File: config.mk
export PLATFORM = sky130hd
export DESIGN_NAME = fcb_exec_unit
export DESIGN_NICKNAME = d
export VERILOG_FILES = /design/src/shared/fcb_pkg.sv /design/src/logic/fcb_alu_unit.sv /design/src/logic/fcb_exec_unit.sv /design/src/logic/fcb_flow_ctrl.sv
export SDC_FILE = /design/constraint.sdc
export NUM_CORES = 1
export LEC_CHECK = 0
export BUFFER_PORTS_ARGS = -buffer_cell sky130_fd_sc_hd__buf_2
export CORE_ASPECT_RATIO = 1.75
export CORE_MARGIN = 1.5
export CORE_UTILIZATION = 45
export DETAILED_ROUTE_END_ITERATION = 6
export GPL_TIMING_DRIVEN = 0
export HOLD_SLACK_MARGIN = 0.1
export PLACE_DENSITY = 0.79
export SYNTH_ARGS = -nofsm -noshare
export SYNTH_HDL_FRONTEND = slang
export SYNTH_SLANG_ARGS = --single-unit
File: constraint.sdc
create_clock -name mclk -period 1.2 [get_ports mclk]
set_input_delay 0.18 -clock mclk [delete_from_list [all_inputs] [get_ports mclk]]
set_output_delay 0.18 -clock mclk [all_outputs]
set_load 0.02 [all_outputs]
File: src/shared/fcb_pkg.sv
`default_nettype none
package fcb_pkg;

	////////////////////////////////////////////////////////////////////////
	// Widths.
	localparam int FILE_ADDR_W = 7;
	localparam int DATA_W = 8;
	localparam int JUMP_LIT_W = 11;
	localparam int PC_W = 15;
	localparam int PAGE_W = 4;

	////////////////////////////////////////////////////////////////////////
	// Page latch field positions feeding the top program counter bits.
	localparam int PAGE_HI_BIT = 6;
	localparam int PAGE_LO_BIT = 3;
	localparam int PAGE_NARROW_HI_BIT = 4;

	////////////////////////////////////////////////////////////////////////
	// Constant values.
	localparam logic [7:0] ZERO_BYTE = 8'h00;
	localparam logic [7:0] ONE_BYTE = 8'h01;
	localparam logic [6:0] RESET_ADDR = 7'h00;
	localparam logic [14:0] RESET_PC = 15'h0000;
	localparam logic DEST_WORK = 1'b0;
	localparam logic DEST_FILE = 1'b1;

	////////////////////////////////////////////////////////////////////////
	// Operation select from instruction decode.
	typedef enum logic [2:0]
	{
		CLEAR_FILE_REG_OP = 3'h0,
		DECREMENT_FILE_OP = 3'h1,
		CLEAR_WORK_REG_OP = 3'h2,
		DECREMENT_SKIP_ZERO_OP = 3'h3,
		INCREMENT_SKIP_ZERO_OP = 3'h4,
		JUMP_OP = 3'h5,
		OR_LITERAL_INTO_WORK_OP = 3'h6,
		NO_OPERATION = 3'h7
	} fcb_op_t;

	// Execution slot: a normal slot, or a slot replaced by a no-operation.
	typedef enum logic [1:0]
	{
		ST_RUN = 2'b01,
		ST_NOP = 2'b10
	} fcb_state_t;

endpackage : fcb_pkg
`default_nettype wire

File: src/logic/fcb_alu_unit.sv
`timescale 1ns/1ps
`default_nettype none
module fcb_alu_unit
(
	input wire fcb_pkg::fcb_op_t opSel,
	input wire logic destSel,
	input wire logic [7:0] fileData,
	input wire logic [7:0] workData,
	input wire logic [7:0] literalByte,
	output logic [7:0] result,
	output logic toWork,
	output logic toFile,
	output logic zeroUpdate,
	output logic zeroValue,
	output logic redirect,
	output logic isJump
);

	always_comb
	begin
		result = fcb_pkg::ZERO_BYTE;
		toWork = 1'b0;
		toFile = 1'b0;
		zeroUpdate = 1'b0;
		redirect = 1'b0;
		isJump = 1'b0;
		unique case (opSel)
			fcb_pkg::CLEAR_FILE_REG_OP:
			begin
				toFile = 1'b1;
				zeroUpdate = 1'b1;
			end
			fcb_pkg::DECREMENT_FILE_OP:
			begin
				result = fileData - fcb_pkg::ONE_BYTE;
				toWork = (destSel == fcb_pkg::DEST_WORK);
				toFile = (destSel == fcb_pkg::DEST_FILE);
				zeroUpdate = 1'b1;
			end
			fcb_pkg::CLEAR_WORK_REG_OP:
			begin
				toWork = 1'b1;
				zeroUpdate = 1'b1;
			end
			fcb_pkg::DECREMENT_SKIP_ZERO_OP:
			begin
				result = fileData - fcb_pkg::ONE_BYTE;
				toWork = (destSel == fcb_pkg::DEST_WORK);
				toFile = (destSel == fcb_pkg::DEST_FILE);
				redirect = (result == fcb_pkg::ZERO_BYTE);
			end
			fcb_pkg::INCREMENT_SKIP_ZERO_OP:
			begin
				result = fileData + fcb_pkg::ONE_BYTE;
				toWork = (destSel == fcb_pkg::DEST_WORK);
				toFile = (destSel == fcb_pkg::DEST_FILE);
				redirect = (result == fcb_pkg::ZERO_BYTE);
			end
			fcb_pkg::JUMP_OP:
			begin
				isJump = 1'b1;
				redirect = 1'b1;
			end
			fcb_pkg::OR_LITERAL_INTO_WORK_OP:
			begin
				result = workData | literalByte;
				toWork = 1'b1;
				zeroUpdate = 1'b1;
			end
			fcb_pkg::NO_OPERATION:
			begin
				result = fcb_pkg::ZERO_BYTE;
			end
		endcase
	end

	// Clearing results are zero, so the same test sets the flag for them.
	assign zeroValue = (result == fcb_pkg::ZERO_BYTE);

endmodule : fcb_alu_unit
`default_nettype wire

File: src/logic/fcb_exec_unit.sv
// Strobed register access and the address map were chosen for this implementation.
`timescale 1ns/1ps
`default_nettype none
// Operation
// - Clear file register writes zero, sets zero.
// - Decrement file, route by destination, zero flag.
// - Clear working register, set zero flag.
// - Decrement, skip next on zero, status untouched.
// - Increment, skip next on zero, status untouched.
// - Jump loads 11-bit literal into low bits.
// - Jump fills top bits from page latch (narrow build: top two bits zero).
// - Jump is unconditional, two cycles, discards next.
// - OR literal into working register, zero flag.
module fcb_exec_unit
#(
	parameter bit PAGE_NARROW = 1'b0
)
(
	input wire logic mclk,
	input wire logic rst_n,
	input wire logic opValid,
	input wire fcb_pkg::fcb_op_t opSel,
	input wire logic [6:0] fileAddr,
	input wire logic destSel,
	input wire logic [10:0] literal,
	input wire logic [7:0] fileRdData,
	input wire logic [7:0] workIn,
	input wire logic [7:0] pageLatchIn,
	output logic fileWrEn,
	output logic [6:0] fileWrAddr,
	output logic [7:0] fileWrData,
	output logic workWrEn,
	output logic [7:0] workWrData,
	output logic zeroWrEn,
	output logic zeroVal,
	output logic pcLoadEn,
	output logic [14:0] pcLoadAddr,
	output logic nopSlot
);

	////////////////////////////////////////////////////////////////////////
	// Operation datapath.

	logic takeOp;
	logic [7:0] aluResult;
	logic aluToWork;
	logic aluToFile;
	logic aluZeroUpd;
	logic aluZeroVal;
	logic aluRedirect;
	logic aluJump;
	logic [3:0] pageBits;

	// The instruction in a replaced slot is dropped entirely.
	assign takeOp = opValid && !nopSlot;

	fcb_alu_unit u_alu
	(
		.opSel(opSel),
		.destSel(destSel),
		.fileData(fileRdData),
		.workData(workIn),
		.literalByte(literal[7:0]),
		.result(aluResult),
		.toWork(aluToWork),
		.toFile(aluToFile),
		.zeroUpdate(aluZeroUpd),
		.zeroValue(aluZeroVal),
		.redirect(aluRedirect),
		.isJump(aluJump)
	);

	fcb_flow_ctrl u_flow
	(
		.mclk(mclk),
		.rst_n(rst_n),
		.takeOp(takeOp),
		.redirect(aluRedirect),
		.nopSlot(nopSlot)
	);

	// Which latch bits reach the program counter is a build-time choice.
	generate
		if (PAGE_NARROW)
		begin : g_page_narrow
			assign pageBits = {2'b00,
				pageLatchIn[fcb_pkg::PAGE_NARROW_HI_BIT:fcb_pkg::PAGE_LO_BIT]};
		end
		else
		begin : g_page_wide
			assign pageBits =
				pageLatchIn[fcb_pkg::PAGE_HI_BIT:fcb_pkg::PAGE_LO_BIT];
		end
	endgenerate

	////////////////////////////////////////////////////////////////////////
	// Result registers.

	logic fileWrEn_reg;
	logic fileWrEn_next;
	logic [6:0] fileWrAddr_reg;
	logic [6:0] fileWrAddr_next;
	logic [7:0] fileWrData_reg;
	logic [7:0] fileWrData_next;
	logic workWrEn_reg;
	logic workWrEn_next;
	logic [7:0] workWrData_reg;
	logic [7:0] workWrData_next;
	logic zeroWrEn_reg;
	logic zeroWrEn_next;
	logic zeroVal_reg;
	logic zeroVal_next;
	logic pcLoadEn_reg;
	logic pcLoadEn_next;
	logic [14:0] pcLoadAddr_reg;
	logic [14:0] pcLoadAddr_next;

	always_comb
	begin
		fileWrEn_next = takeOp && aluToFile;
		fileWrAddr_next = fileAddr;
		fileWrData_next = aluResult;
		workWrEn_next = takeOp && aluToWork;
		workWrData_next = aluResult;
		zeroWrEn_next = takeOp && aluZeroUpd;
		zeroVal_next = aluZeroVal;
		pcLoadEn_next = takeOp && aluJump;
		pcLoadAddr_next = {pageBits, literal};
	end

	always_ff @(posedge mclk or negedge rst_n)
	begin
		if (!rst_n)
		begin
			fileWrEn_reg <= 1'b0;
			fileWrAddr_reg <= fcb_pkg::RESET_ADDR;
			fileWrData_reg <= fcb_pkg::ZERO_BYTE;
			workWrEn_reg <= 1'b0;
			workWrData_reg <= fcb_pkg::ZERO_BYTE;
			zeroWrEn_reg <= 1'b0;
			zeroVal_reg <= 1'b0;
			pcLoadEn_reg <= 1'b0;
			pcLoadAddr_reg <= fcb_pkg::RESET_PC;
		end
		else
		begin
			fileWrEn_reg <= fileWrEn_next;
			fileWrAddr_reg <= fileWrAddr_next;
			fileWrData_reg <= fileWrData_next;
			workWrEn_reg <= workWrEn_next;
			workWrData_reg <= workWrData_next;
			zeroWrEn_reg <= zeroWrEn_next;
			zeroVal_reg <= zeroVal_next;
			pcLoadEn_reg <= pcLoadEn_next;
			pcLoadAddr_reg <= pcLoadAddr_next;
		end
	end

	assign fileWrEn = fileWrEn_reg;
	assign fileWrAddr = fileWrAddr_reg;
	assign fileWrData = fileWrData_reg;
	assign workWrEn = workWrEn_reg;
	assign workWrData = workWrData_reg;
	assign zeroWrEn = zeroWrEn_reg;
	assign zeroVal = zeroVal_reg;
	assign pcLoadEn = pcLoadEn_reg;
	assign pcLoadAddr = pcLoadAddr_reg;

	logic [3:0] expPage;
	assign expPage = PAGE_NARROW ? {2'b00, pageLatchIn[4:3]} :
		pageLatchIn[6:3];
endmodule : fcb_exec_unit
`default_nettype wire

File: src/logic/fcb_flow_ctrl.sv
`timescale 1ns/1ps
`default_nettype none
module fcb_flow_ctrl
(
	input wire logic mclk,
	input wire logic rst_n,
	input wire logic takeOp,
	input wire logic redirect,
	output logic nopSlot
);

	fcb_pkg::fcb_state_t state_reg;
	fcb_pkg::fcb_state_t state_next;

	// A redirect turns the following slot into a no-operation.
	always_comb
	begin
		state_next = fcb_pkg::ST_RUN;
		unique case (state_reg)
			fcb_pkg::ST_RUN:
			begin
				if (takeOp && redirect)
				begin
					state_next = fcb_pkg::ST_NOP;
				end
			end
			fcb_pkg::ST_NOP:
			begin
				state_next = fcb_pkg::ST_RUN;
			end
			default:
			begin
				state_next = fcb_pkg::ST_RUN;
			end
		endcase
	end

	always_ff @(posedge mclk or negedge rst_n)
	begin
		if (!rst_n)
		begin
			state_reg <= fcb_pkg::ST_RUN;
		end
		else
		begin
			state_reg <= state_next;
		end
	end

	assign nopSlot = (state_reg == fcb_pkg::ST_NOP);

endmodule : fcb_flow_ctrl
`default_nettype wire

==> summary.txt <==
Layout
  – Register Area: 927 um^2
  – Filler cell count: 284
  – Multi-input gate area: 871 um^2
  – Max reg flops: 15
  – Share of layout cells above drive strength 1: 0.476
  – Syn-to-layout area delta: 59.2%
  – Nets: 348
  – # diodes: 0

Clocking
  – CTS Buf Count: 5
  – CTS tree: built
  – Clock net sink count: 37
  – Clock Pin Slew Worst Setup and Hold Paths: 80 ps
  – CTS max path bufs: 2
  – Root buffer cell: clkbuf_8
  – H-Tree Level Count: 2
  – Clock Latency Late Sink: 290 ps

Route
  – Routed Antenna Nets: 0
  – Vias per cell: 5.38
  – Wire length per cell: 17.3 um
  – Vias: 1852
  – DRT Pass-1 Iters: 4
  – Iteration-0 DRC Markers: 49
  – # DRC: 0
  – Final wirelength: 5.96 mm

Floorplanning
  – Row count: 30
  – DIE HEIGHT: 87.3 um
  – IO Pins: 93
  – Core region area: 3900 um^2
  – Die area: 4470 um^2
  – Die X: 51.2 um
  – Initial Util: 0.469

Placement
  – GP Congestion: 0.946
  – DP Wirelength: 3.50 mm
  – Port bufs: 86
  – Setup WS pre-CTS: -841 ps

Power
  – Combinational power share: 0.228
  – Sw Pwr: 0.960 mW
  – Switching Share: 0.277
  – Sequential Power Share: 0.389
  – Internal Pwr Total: 2.51 mW
  – Lkg Pwr: 1.38 nW
  – Max VDD drop: 1.31 mV
  – PD cells: 1190 nW/um^2
  – Clk pwr share: 0.384

Global route
  – Total track usage: 0.269
  – Vias in the first global route: 1862
  – Largest net degree at the start of global routing: 38
  – First-pass GRT wire length: 8.65 mm
  – Total congestion overflow: 0
  – Number of antenna violations at the first check in global routing: 0

Synth
  – Sequential area share after synthesis: 0.507
  – Top_reg_cell synth: dfrtp_1
  – Mapped Cells: 174
  – Netlist cell types: 48
  – Number of synthesis warnings: 0
  – Post-Syn Area: 1830 um^2
  – Synth Register Bits: 37
  – Syn Area/Cell: 10.5 um^2
  – Fraction of registers with async set/reset: 1.00
  – EDFF count, synth: 0
  – Synthesized net count: 227

Status
  – Status: complete, but fails checks
  – Failing checks: negative setup slack

Setup path
  – Critical-path maximum fanout: 6
  – Worst EP arrival: 1740 ps
  – CP Capture Type: flip-flop
  – Critical path startpoint: fileRdData[0]
  – Critical Path RT: 1430 ps
  – Kind of critical path: primary input to flip-flop
  – Worst R2R Setup Slack: 50 ps
  – Critical Path Start Type: primary input
  – Worst r2r src: u_flow.state_reg[0]

Worst hold path
  – Type of the most critical hold path: primary input to flip-flop
  – Hold Crit Start: workIn[2]

Flow run
  – Max cap viols: 0

STA
  – Max-slew violations: 0
  – Highest Clock Rate: 662 MHz
  – Layout Skew: 0.456 ps
  – Final setup viols: 5
  – Slew @ Worst Pin: 490 ps
  – Min Tclk post-route: 1510 ps
  – Setup ws final: -311 ps
  – Unrepaired setup endpoints after global routing: yes
  – Final hold vios: 0
  – Rel. slew slack: 0.673
  – Final Cycle Share: 1.26
  – Final TNS setup: -890 ps
-- routing by layer --
metal	up-vias	global-route usage	part of all wire	wire [um]
met5	-	0	0	0
met4	0	0.189	0.041	246
met3	17	0.0378	0.048	289
met2	89	0.516	0.60	3560
met1	889	0.244	0.31	1870
li1	857	-	-	-
-- worst max-delay path, stage by stage --
cell and delay (ps):
buf_8 110, buf_8 110, buf_6 130, buf_6 130, o41ai_4 340, a22oi_1 120
or4_4 430, o21a_1 200
-- path summary, 6_finish.rpt --
kind / endpoint / depth (start not counted)
setup / recovery: u_flow.state_reg[0] / 8
hold / removal: workWrData[2] / 3
setup reg to reg: u_flow.state_reg[0] / 4
hold reg to reg: u_flow.state_reg[1] / 2
max in group asynchronous: u_flow.state_reg[0] / 2
min in group asynchronous: pcLoadAddr[1] / 2
-- cell usage after synthesis (2+ instances only) --
library cell,n,share of area
a211oi_1,3,0.012
a21oi_1,8,0.022
a22oi_1,2,0.0082
a31o_2,2,0.0096
buf_2,4,0.011
buf_4,9,0.037
clkbuf_1,4,0.0082
dfrtp_1,36,0.49
ha_1,4,0.027
inv_1,6,0.012
nand2_1,5,0.010
nand2b_1,5,0.017
nand3_1,2,0.0055
nand3b_1,6,0.025
nand4_2,2,0.014
nor2_1,18,0.037
nor2b_1,3,0.010
nor3_1,6,0.016
nor3b_1,5,0.021
nor4_1,2,0.0068
nor4_2,2,0.014
o211ai_1,2,0.0082
o21a_1,4,0.016
o21ai_0,4,0.011
o21bai_1,2,0.0082
o2bb2ai_1,2,0.0096
xnor2_1,5,0.024
-- logic make-up (layout without fill, tap and decap cells) --
kind of cell / after synthesis / after routing / synth area share
buf+inv: 25 / 147 / 0.0773
xor+xnor: 6 / 6 / 0.0287
fa+ha+maj: 4 / 4 / 0.0274
flops: 37 / 37 / 0.507
compound gates: 40 / 40 / 0.158
simple gates: 62 / 62 / 0.202
-- power groups by stage --
| stage | Combinational (mW) | Sequential [mW] | Clock [mW] |
|---|---|---|---|
| 4_1_cts | 0.752 | 1.34 | 1.31 |
| 2_1_floorplan | 0.297 | 1.46 | 0 |
| 3_5_place_dp | 0.650 | 1.37 | 0 |
| 5_1_grt | 0.845 | 1.35 | 1.40 |
| 3_3_place_gp | 0.639 | 1.36 | 0 |
| 6_report | 0.789 | 1.35 | 1.33 |
-- through the flow --
step | utilization | instance area (um^2) | hold WS, ps | total power, mW | instances
floorplan | - | 1920 | -116 | 1.76 | 174
global placement | 0.617 | 2410 | 285 | 2.00 | 308
detailed placement | 0.617 | 2410 | 286 | 2.02 | 308
CTS | 0.736 | 2870 | 163 | 3.41 | 344
global route | 0.746 | 2910 | 158 | 3.60 | 344
finish | 0.746 | 2910 | 155 | 3.47 | 344
-- what timing repair did --
item / CTS / global route
hold buffers: 23 / 0
setup endpoints to repair: 7 / 16
resized for setup: 18 / 10
pin swaps: 5 / 1
setup buffers: 6 / 0
hold endpoints to repair: 58 / 0
-- cell type report --
type	instances	share of cell area
Inverter	6	0.00945
Sequential cell	37	0.318
Buffer	18	0.0468
Timing Repair Buffer	115	0.258
Multi-Input combinational cell	112	0.299
Clock inverter	3	0.0236
Tap cell	48	0.0206
Clock buffer	5	0.0236
-- placed cells by master, fill, tap and decap left out, types with 3 or more instances in the layout --
cell            n
nor2_1         17
buf_8           3
inv_1           4
nand2b_1        3
dfrtp_1        36
dlygate4sd3_1  23
buf_4          11
clkbuf_8        5
o21ai_0         3
buf_2          83
nand3b_1        6
buf_6           8
xnor2_1         4
nor3_1          6
a21oi_1         8
o21a_1          4
nor3b_1         4
nand2_1         5
a211oi_1        3
Power figures use the tool's default switching activity.
